<file path="src/verilog/fra_pkg.sv">
// Package with shared constants and types for the flash read accelerator.
package fra_pkg;
   localparam int FRA_ADDR_W    = 20;
   localparam int FRA_SETS      = 4;
   localparam int FRA_WAYS      = 4;
   localparam int FRA_SET_W     = 2;
   localparam int FRA_WAY_W     = 2;
   localparam int FRA_WORD_W    = 32;
   localparam int FRA_TAG_W     = FRA_ADDR_W - 2 - FRA_SET_W;
   // Transfer size codes on the bus.
   localparam logic [1:0] FRA_SIZE_BYTE = 2'h0;
   localparam logic [1:0] FRA_SIZE_HALF = 2'h1;
   localparam logic [1:0] FRA_SIZE_WORD = 2'h2;
   // Reset values of the enables driven by the platform control register.
   localparam logic FRA_RST_CACHE_EN   = 1'b1;
   localparam logic FRA_RST_INSTR_SPEC = 1'b1;
   localparam logic FRA_RST_INSTR_CACH = 1'b1;
   localparam logic FRA_RST_DATA_SPEC  = 1'b0;
   localparam logic FRA_RST_DATA_CACH  = 1'b1;
   // Flash array access latency in cycles, plain default.
   localparam int FRA_FLASH_WAIT = 2;
   localparam logic [FRA_WAY_W-1:0] FRA_RR_RESET = 2'h0;

   typedef enum logic [1:0] {
      FRA_IDLE,
      FRA_DEMAND,
      FRA_PREFETCH
   } fra_state_e;
endpackage : fra_pkg

</file>
<file path="src/verilog/fra_flash_if.sv">
// Interface between the accelerator control and the flash array port.
`timescale 1ns/1ps
interface fra_flash_if;
   import fra_pkg::*;
   logic                    req;
   logic [FRA_ADDR_W-3:0]   word_addr;
   logic [3:0]              wait_cycles;
   logic                    done;
   logic [FRA_WORD_W-1:0]   rdata;
   modport ctrl (output req, output word_addr, output wait_cycles,
                 input done, input rdata);
   modport port (input req, input word_addr, input wait_cycles,
                 output done, output rdata);
endinterface : fra_flash_if

</file>
<file path="src/verilog/fra_top.sv">
// Flash read accelerator: speculation buffer, small cache and bus slave.
//
// The register addresses and the plain strobed port were left to the implementer.
`timescale 1ns/1ps
module fra_top
   import fra_pkg::*;
(
   input  wire logic                     clk_sys,
   input  wire logic                     rst,
   input  wire logic                     bus_rd,
   input  wire logic                     bus_wr,
   input  wire logic [fra_pkg::FRA_ADDR_W-1:0] bus_addr,
   input  wire logic [1:0]               bus_size,
   input  wire logic                     bus_instr,
   output logic [fra_pkg::FRA_WORD_W-1:0] bus_rdata,
   output logic                          bus_ready,
   output logic                          bus_err,
   input  wire logic                     ctl_cache_dis,
   input  wire logic                     ctl_instr_spec_dis,
   input  wire logic                     ctl_instr_cach_dis,
   input  wire logic                     ctl_data_spec_en,
   input  wire logic                     ctl_data_cach_dis,
   input  wire logic                     ctl_invalidate,
   input  wire logic                     pwr_flash_ok,
   input  wire logic [3:0]               flash_wait,
   output logic                          fl_rd,
   output logic [fra_pkg::FRA_ADDR_W-3:0] fl_addr,
   input  wire logic [fra_pkg::FRA_WORD_W-1:0] fl_rdata
);
   fra_flash_if fi ();

   fra_flash_port u_port (
      .clk_sys  (clk_sys),
      .rst      (rst),
      .fi       (fi.port),
      .fl_rd    (fl_rd),
      .fl_addr  (fl_addr),
      .fl_rdata (fl_rdata)
   );

   // Lane select and sign-free zero extension of the requested bytes.
   function automatic logic [FRA_WORD_W-1:0] fra_lane(
      input logic [FRA_WORD_W-1:0] w,
      input logic [1:0]            ofs,
      input logic [1:0]            size);
      logic [FRA_WORD_W-1:0] s;
      s = w >> {ofs, 3'h0};
      case (size)
         FRA_SIZE_BYTE: fra_lane = {24'h000000, s[7:0]};
         FRA_SIZE_HALF: fra_lane = {16'h0000, s[15:0]};
         default:       fra_lane = w;
      endcase
   endfunction : fra_lane

   // Reset defaults: each control input flips its enable's reset value, so that
   // a control register at its zero reset value gives the defaults.
   logic en_cache;
   logic en_ispec;
   logic en_icach;
   logic en_dspec;
   logic en_dcach;
   assign en_cache = FRA_RST_CACHE_EN ^ ctl_cache_dis;
   assign en_ispec = FRA_RST_INSTR_SPEC ^ ctl_instr_spec_dis;
   assign en_icach = FRA_RST_INSTR_CACH ^ ctl_instr_cach_dis;
   assign en_dspec = FRA_RST_DATA_SPEC ^ ctl_data_spec_en;
   assign en_dcach = FRA_RST_DATA_CACH ^ ctl_data_cach_dis;

   // Storage: sixteen entries and the one-word speculation buffer.
   logic [FRA_WORD_W-1:0] dat_q [FRA_SETS][FRA_WAYS];
   logic [FRA_TAG_W-1:0]  tag_q [FRA_SETS][FRA_WAYS];
   logic                  vld_q [FRA_SETS][FRA_WAYS];
   logic [FRA_WAY_W-1:0]  rr_q  [FRA_SETS];
   logic [FRA_WORD_W-1:0] sb_dat_q;
   logic [FRA_ADDR_W-3:0] sb_adr_q;
   logic                  sb_vld_q;
   fra_state_e            st_q;
   fra_state_e            st_d;

   // Held request while the array is busy.
   logic [FRA_ADDR_W-1:0] rq_adr_q;
   logic [1:0]            rq_size_q;
   logic                  rq_instr_q;
   logic                  rq_pend_q;
   logic [FRA_ADDR_W-3:0] pf_adr_q;

   logic [FRA_ADDR_W-3:0] a_word;
   logic [FRA_SET_W-1:0]  a_set;
   logic [FRA_TAG_W-1:0]  a_tag;
   logic                  cache_on;
   logic                  spec_on;
   logic                  c_hit;
   logic [FRA_WORD_W-1:0] c_dat;
   logic                  s_hit;

   // Lookup addresses come from the held request once one is pending.
   logic [FRA_ADDR_W-1:0] l_adr;
   logic [1:0]            l_size;
   logic                  l_instr;
   assign l_adr   = rq_pend_q ? rq_adr_q   : bus_addr;
   assign l_size  = rq_pend_q ? rq_size_q  : bus_size;
   assign l_instr = rq_pend_q ? rq_instr_q : bus_instr;
   assign a_word  = l_adr[FRA_ADDR_W-1:2];
   assign a_set   = l_adr[2+FRA_SET_W-1:2];
   assign a_tag   = l_adr[FRA_ADDR_W-1:2+FRA_SET_W];
   // Per access type enables, forced off when flash is unreachable.
   assign cache_on = pwr_flash_ok && en_cache
                     && (l_instr ? en_icach : en_dcach);
   assign spec_on  = pwr_flash_ok
                     && (l_instr ? en_ispec : en_dspec);

   // Way compare across the indexed set.
   always_comb begin
      c_hit = 1'b0;
      c_dat = '0;
      for (int w = 0; w < FRA_WAYS; w++) begin
         if (vld_q[a_set][w] && tag_q[a_set][w] == a_tag) begin
            c_hit = cache_on;
            c_dat = dat_q[a_set][w];
         end
      end
   end
   assign s_hit = spec_on && sb_vld_q && (sb_adr_q == a_word);

   // Bus answer and sequencing of demand and prefetch reads.
   logic                  go_rd;
   logic                  ans_d;
   logic                  err_d;
   logic [FRA_WORD_W-1:0] rdat_d;
   logic                  fill;
   logic                  pf_fill;
   logic                  pend_d;
   logic                  start_dem;
   logic                  start_pf;
   assign go_rd = bus_rd && pwr_flash_ok;

   always_comb begin
      st_d      = st_q;
      ans_d     = 1'b0;
      err_d     = 1'b0;
      rdat_d    = '0;
      fill      = 1'b0;
      pf_fill   = 1'b0;
      pend_d    = rq_pend_q;
      start_dem = 1'b0;
      start_pf  = 1'b0;
      if (bus_wr) begin
         ans_d = 1'b1;
         err_d = 1'b1;
      end
      case (st_q)
         FRA_IDLE: begin
            if (go_rd || rq_pend_q) begin
               if (c_hit || s_hit) begin
                  ans_d  = 1'b1;
                  rdat_d = fra_lane(c_hit ? c_dat : sb_dat_q,
                                    l_adr[1:0], l_size);
                  pend_d = 1'b0;
                  if (spec_on && !(s_hit && !c_hit)) begin
                     start_pf = 1'b1;
                     st_d     = FRA_PREFETCH;
                  end else if (s_hit && spec_on) begin
                     start_pf = 1'b1;
                     st_d     = FRA_PREFETCH;
                  end
               end else begin
                  start_dem = 1'b1;
                  pend_d    = 1'b1;
                  st_d      = FRA_DEMAND;
               end
            end
         end
         FRA_DEMAND: begin
            if (fi.done) begin
               ans_d  = 1'b1;
               rdat_d = fra_lane(fi.rdata, rq_adr_q[1:0], rq_size_q);
               fill   = cache_on;
               pend_d = 1'b0;
               // The port is still busy with this read, so the prefetch
               // is launched from the prefetch state once it has let go.
               if (spec_on) begin
                  st_d = FRA_PREFETCH;
               end else begin
                  st_d = FRA_IDLE;
               end
            end
         end
         FRA_PREFETCH: begin
            // A new read waits for the prefetch; the master sees no ready.
            if (go_rd && !rq_pend_q) begin
               pend_d = 1'b1;
            end
            if (!fl_rd) begin
               start_pf = 1'b1;
            end
            if (fi.done) begin
               pf_fill = 1'b1;
               st_d    = FRA_IDLE;
            end
         end
         default: st_d = FRA_IDLE;
      endcase
      if (!pwr_flash_ok) begin
         st_d   = FRA_IDLE;
         pend_d = 1'b0;
      end
   end

   // Flash request: word address and wait setting from the flash module.
   logic [FRA_ADDR_W-3:0] nxt_word;
   // In the prefetch state the word after the last fetched one is wanted.
   assign nxt_word       = (st_q == FRA_PREFETCH ? pf_adr_q
                                                 : a_word) + 1'b1;
   assign fi.req         = start_dem || start_pf;
   assign fi.word_addr   = start_dem ? a_word
                           : (start_pf ? nxt_word : pf_adr_q);
   assign fi.wait_cycles = flash_wait;

   // Registers for answer, sequencer, request and buffer.
   always_ff @(posedge clk_sys) begin
      if (rst) begin
         st_q       <= FRA_IDLE;
         bus_ready  <= 1'b0;
         bus_err    <= 1'b0;
         bus_rdata  <= '0;
         rq_pend_q  <= 1'b0;
         rq_adr_q   <= '0;
         rq_size_q  <= FRA_SIZE_WORD;
         rq_instr_q <= 1'b0;
         pf_adr_q   <= '0;
         sb_vld_q   <= 1'b0;
         sb_adr_q   <= '0;
         sb_dat_q   <= '0;
      end else begin
         st_q      <= st_d;
         bus_ready <= ans_d;
         bus_err   <= err_d;
         bus_rdata <= rdat_d;
         rq_pend_q <= pend_d;
         if (go_rd && !rq_pend_q) begin
            rq_adr_q   <= bus_addr;
            rq_size_q  <= bus_size;
            rq_instr_q <= bus_instr;
         end
         if (start_pf || start_dem) begin
            pf_adr_q <= fi.word_addr;
         end
         if (pf_fill) begin
            sb_vld_q <= 1'b1;
            sb_adr_q <= pf_adr_q;
            sb_dat_q <= fi.rdata;
         end
         if (!pwr_flash_ok) begin
            sb_vld_q <= 1'b0;
         end
      end
   end

   // Cache arrays, one generate slice per set.
   genvar gs;
   generate
      for (gs = 0; gs < FRA_SETS; gs++) begin : g_set
         logic wr_set;
         assign wr_set = fill && (rq_adr_q[2+FRA_SET_W-1:2] == gs);
         always_ff @(posedge clk_sys) begin
            if (rst) begin
               rr_q[gs] <= FRA_RR_RESET;
               for (int w = 0; w < FRA_WAYS; w++) begin
                  vld_q[gs][w] <= 1'b0;
                  tag_q[gs][w] <= '0;
                  dat_q[gs][w] <= '0;
               end
            end else begin
               if (wr_set) begin
                  rr_q[gs] <= rr_q[gs] + 1'b1;
                  vld_q[gs][rr_q[gs]] <= 1'b1;
                  tag_q[gs][rr_q[gs]] <= rq_adr_q[FRA_ADDR_W-1:2+FRA_SET_W];
                  dat_q[gs][rr_q[gs]] <= fi.rdata;
               end
               if (ctl_invalidate) begin
                  // Invalidate wins over a same-cycle fill.
                  for (int w = 0; w < FRA_WAYS; w++) begin
                     vld_q[gs][w] <= 1'b0;
                  end
               end
            end
         end
      end
   endgenerate
endmodule : fra_top

</file>
<file path="src/verilog/fra_flash_port.sv">
// Flash array sequencer: issues one word read and waits its access time.
`timescale 1ns/1ps
module fra_flash_port
   import fra_pkg::*;
(
   input  wire logic                    clk_sys,
   input  wire logic                    rst,
   fra_flash_if.port                    fi,
   output logic                         fl_rd,
   output logic [FRA_ADDR_W-3:0]        fl_addr,
   input  wire logic [FRA_WORD_W-1:0]   fl_rdata
);
   logic [3:0] cnt_q;
   logic [3:0] cnt_d;
   logic       busy_q;
   logic       busy_d;
   // The array address is held in a register so that it stands unchanged
   // for the whole access and the top's output comes from a flip-flop.
   logic [FRA_ADDR_W-3:0] adr_q;
   logic [FRA_ADDR_W-3:0] adr_d;

   // Count down the wait cycles reported by the flash module.
   always_comb begin
      busy_d = busy_q;
      cnt_d  = cnt_q;
      adr_d  = adr_q;
      if (!busy_q && fi.req) begin
         busy_d = 1'b1;
         cnt_d  = fi.wait_cycles;
         adr_d  = fi.word_addr;
      end else if (busy_q) begin
         if (cnt_q == 4'h0) begin
            busy_d = 1'b0;
         end else begin
            cnt_d = cnt_q - 4'h1;
         end
      end
   end

   always_ff @(posedge clk_sys) begin
      if (rst) begin
         busy_q <= 1'b0;
         cnt_q  <= 4'h0;
         adr_q  <= '0;
      end else begin
         busy_q <= busy_d;
         cnt_q  <= cnt_d;
         adr_q  <= adr_d;
      end
   end

   assign fl_rd    = busy_q;
   assign fl_addr  = adr_q;
   assign fi.done  = busy_q && (cnt_q == 4'h0);
   assign fi.rdata = fl_rdata;
endmodule : fra_flash_port

</file>
<file path="config.mk">
export PLATFORM = sky130hd
export DESIGN_NAME = fra_top
export DESIGN_NICKNAME = d
export VERILOG_FILES = /design/src/verilog/fra_pkg.sv /design/src/verilog/fra_flash_if.sv /design/src/verilog/fra_top.sv /design/src/verilog/fra_flash_port.sv
export SDC_FILE = /design/constraint.sdc
export NUM_CORES = 2
export LEC_CHECK = 0
export BUFFER_PORTS_ARGS = -buffer_cell sky130_fd_sc_hd__buf_2
export CAP_MARGIN = 20
export CORE_MARGIN = 4
export CORE_UTILIZATION = 55
export DETAILED_ROUTE_END_ITERATION = 8
export PLACE_DENSITY_LB_ADDON = 0.3
export SETUP_SLACK_MARGIN = 0.1
export SYNTH_ARGS = -nofsm -noshare
export SYNTH_HDL_FRONTEND = slang
export SYNTH_SLANG_ARGS = --single-unit
export TNS_END_PERCENT = 50
</file>
<file path="constraint.sdc">
create_clock -name clk_sys -period 7 [get_ports clk_sys]
set_input_delay 0.35 -clock clk_sys [delete_from_list [all_inputs] [get_ports clk_sys]]
set_output_delay 0.35 -clock clk_sys [all_outputs]
set_load 0.03 [all_outputs]
</file>
==> impl_results.md <==
* Outcome: finished, final reports clean
* Row count at 107
* Fin crit share at 89.6%
* CP endpoint: bus_rdata[4]$_SDFF_PP0_
* Die height at 302 µm
* Die width at 302 µm
* Cell depth of the worst flop-to-flop path at 14
* CTS Sinks at 944
* Detailed Route Iter0 Violations at 6260
* Main flop type after synthesis: edfxtp_1
* Worst path arrival time at 6890 ps
* FF+latch count, synth at 944
* Worst-Margin Slew at 1210 ps
* Top Usage Layer GRT: met2
* Initial antenna violation count at 6
* DR vias at 38000
* Clk network pwr share at 37.9%
* Crit-path slowest cell: a2111oi_0
* Asr flop ratio synth at 0%
* Post-place instance area at 0.0490 mm²
* Most frequent cells in the layout: 801 x and3_1, 792 x edfxtp_1, 575 x nand2_1
* Share of the synthesized area in the top cell type at 50.1%
* WHS Path Cells at 4
* GRT overflow at 0
* Worst skew pair latency at 670 ps
* Max Cap Violations at 0
* NetSw at 3.69 mW
* Slew HR at 19.5%
* Register area share after synthesis at 56.5%
* Min-Delay Path Class: in2reg
* Reg2Reg Setup Slack at 730 ps
* Post CTS Setup Buffer Count at 0
* Kind of critical path: reg2reg
* Antenna viol nets, final at 0
* Final setup violation count at 0
* Crit path from: rq_pend_q$_SDFFE_PP0P_
* Final worst slack at 725 ps
* Max Fclk at 159 MHz
* CP Launch Type: register
* Setup TNS at 0 ps
* Logic pwr share at 14.1%
* Syn Area/Cell at 11.0 µm²
* H-tree Lvls at 3
* Max incr delay on CP at 880 ps
* Setup repair after global routing missed its margin: false
* Switching part of the total at 27.4%
* Wirelength per Cell at 30.6 µm
* Final nets at 4315
* Synth cell types at 89
* Layout Area Growth over Synthesis at 10.2%
* Largest net degree at the start of global routing at 90
* Worst-path clk slew at 60 ps
* DRT Pass-1 Iters at 6
* Vias in the first global route at 35900
* Leading area contributor after synthesis: edfxtp_1
* Cell Chain, Critical Path: and2_1 -> a22oi_1 -> and3_1 -> or4_1 -> or4_1 -> nor4_2 -> and2_1 -> buf_4 -> mux2i_1 -> a2111oi_0 -> buf_4 -> o21ai_0 -> nand3_1 -> a21o_1
* Pleak at 21.3 nW
* Synthesized instance count at 4302
* Syn Nets at 4395
* Post-Place Cells at 5240
* Req. time, crit path at 7610 ps
* CP endpoint kind: register
* DP Worst Slack at 1020 ps
* Placer Congestion at 0.993
* First-pass GRT wire length at 243000 µm
* EDFF count, synth at 792
* Hold-fix buffers at CTS at 23
* Most common cell after layout, fill and taps aside: and3_1
* TritonCTS clock tree: built
* Met1 usage at 49.9%
* Clock tree buffer depth at 3
* DP HPWL at 100000 µm
* Largest cells by area after synthesis: edfxtp_1 50%, and3_1 11%, dfxtp_1 6.4%
* FILL cells at 6605
* Fin Clk Skew at 28.1 ps
* Area of the multi-input gates at 0.0190 mm²
* Met2 Usage GRT at 53.3%
* Worst R2R Start: rq_pend_q$_SDFFE_PP0P_
* Initial Util at 55.6%
* Final Instance Area at 0.0524 mm²
* Port Buffers at 122
* Tot GR Track Use at 35.8%
* Grt met3 use at 10.3%
* Final Hold Fails at 0
* Remaining routing DRC violations at 0
* Part of the power in registers at 47.9%
* Core box area at 0.0854 mm²
* Non-filler instance count after layout at 5446
* Total Die Area at 0.0912 mm²
* Fraction of layout cells with a size suffix above 1 at 13.4%
* WL final at 167000 µm
* VDD IR-drop max at 0.188 mV
* Final min period at 6270 ps
* Cell internal pwr at 9.75 mW
* FF+latch area at 0.0268 mm²
* CP Max Fanout at 46
* Yosys warning total at 0
* Max-slew violations at 0
* End of the worst register-to-register path: bus_rdata[4]$_SDFF_PP0_
* PD cells at 257 mW/mm²
* Cell Area, Synth at 0.0475 mm²
* Root Driver: clkbuf_16
* TritonCTS Buffers at 99
* Ports at 123
* Gates resized, CTS repair at 0
* Vias per cell at 6.98
[registers in the layout, summed over array words and instances (netlist names), 2 cells and up]
| signal | cells |
|---|---|
| bus_rdata | 32 |
| dat_q | 512 |
| pf_adr_q | 18 |
| rq_adr_q | 20 |
| rq_size_q | 2 |
| rr_q | 8 |
| sb_adr_q | 18 |
| sb_dat_q | 32 |
| st_q | 2 |
| tag_q | 256 |
| u_port.cnt_q | 4 |
| u_port.fl_addr | 18 |
| vld_q | 16 |
[Yosys cell counts (35+ instances only)]
| cell type | n |
|---|---|
| a31oi_1 | 40 |
| o21ai_0 | 63 |
| edfxtp_1 | 792 |
| clkbuf_1 | 375 |
| dfxtp_1 | 152 |
| mux2i_1 | 138 |
| nand3_1 | 154 |
| a211oi_1 | 67 |
| nor2_1 | 130 |
| a21oi_1 | 170 |
| nor3_1 | 40 |
| xnor2_1 | 107 |
| and3_1 | 801 |
| buf_2 | 35 |
| nand2_1 | 592 |
| mux4_2 | 74 |
[per-layer routing]
layer  vias up  share of wire, %  wire [µm]
li1      15800                 -          -
met1     18400                36      60400
met2      3223                44      72700
met3       501                16      26400
met4         4               4.4       7320
met5         -             0.019         32
[worst min path at each step]
stage	startpoint	end	slack [ps]
final	flash_wait[3]	u_port.cnt_q[3]$_SDFFE_PP0P_	40
after global routing	flash_wait[3]	u_port.cnt_q[3]$_SDFFE_PP0P_	60
after CTS	flash_wait[3]	u_port.cnt_q[3]$_SDFFE_PP0P_	30
after detailed placement	sb_dat_q[29]$_SDFFE_PP0P_	sb_dat_q[29]$_SDFFE_PP0P_	450
after global placement	sb_dat_q[4]$_SDFFE_PP0P_	sb_dat_q[4]$_SDFFE_PP0P_	440
after floorplan	sb_dat_q[0]$_SDFFE_PP0P_	sb_dat_q[0]$_SDFFE_PP0P_	430
[per-stage QoR]
stage / hold WS [ps] / power (mW) / utilization [%]
2_1_floorplan: 432 / 7.67 / -
6_report: 43.6 / 13.4 / 61.3
3_5_place_dp: 448 / 8.36 / 57.3
5_1_grt: 64.6 / 13.8 / 61.3
3_3_place_gp: 437 / 8.34 / 57.3
4_1_cts: 25.7 / 13.4 / 61.2
[area by class of cell]
cell class / instances / area share (%)
Sequential cell: 944 / 51.2
Multi-Input combinational cell: 2877 / 36.3
Clock buffer: 127 / 5.09
Timing Repair Buffer: 272 / 3.60
Tap cell: 1144 / 2.73
Clock inverter: 50 / 0.803
Inverter: 28 / 0.201
Antenna cell: 4 / 0.0191
[worst max-delay path, delay by kind of cell (launching register included)]
kind | cells | cell delay [ps]
AOI/OAI and AO/OA | 4 | 1380
buffers and inverters | 2 | 630
DFF | 1 | 820
muxes | 1 | 150
and+or+nand+nor | 7 | 3200
[power by group through the flow]
stage / Sequential [mW] / Combinational [mW] / Clock [mW]
2_1_floorplan: 6.53 / 1.14 / 0
3_3_place_gp: 6.54 / 1.80 / 0
3_5_place_dp: 6.55 / 1.81 / 0
4_1_cts: 6.43 / 1.83 / 5.09
5_1_grt: 6.45 / 1.97 / 5.34
6_report: 6.44 / 1.90 / 5.10
[cells by family after synthesis]
family	Yosys count	synth area share (%)
AND/OR/NAND/NOR	1882	20.6
flip-flops	944	56.5
AO/OA/AOI/OAI	609	8.79
buffers and inverters	481	4.11
multiplexers	245	7.24
XOR/XNOR	118	2.18
adder cells (fa/ha/maj)	23	0.606
Power figures use the tool's default switching activity.
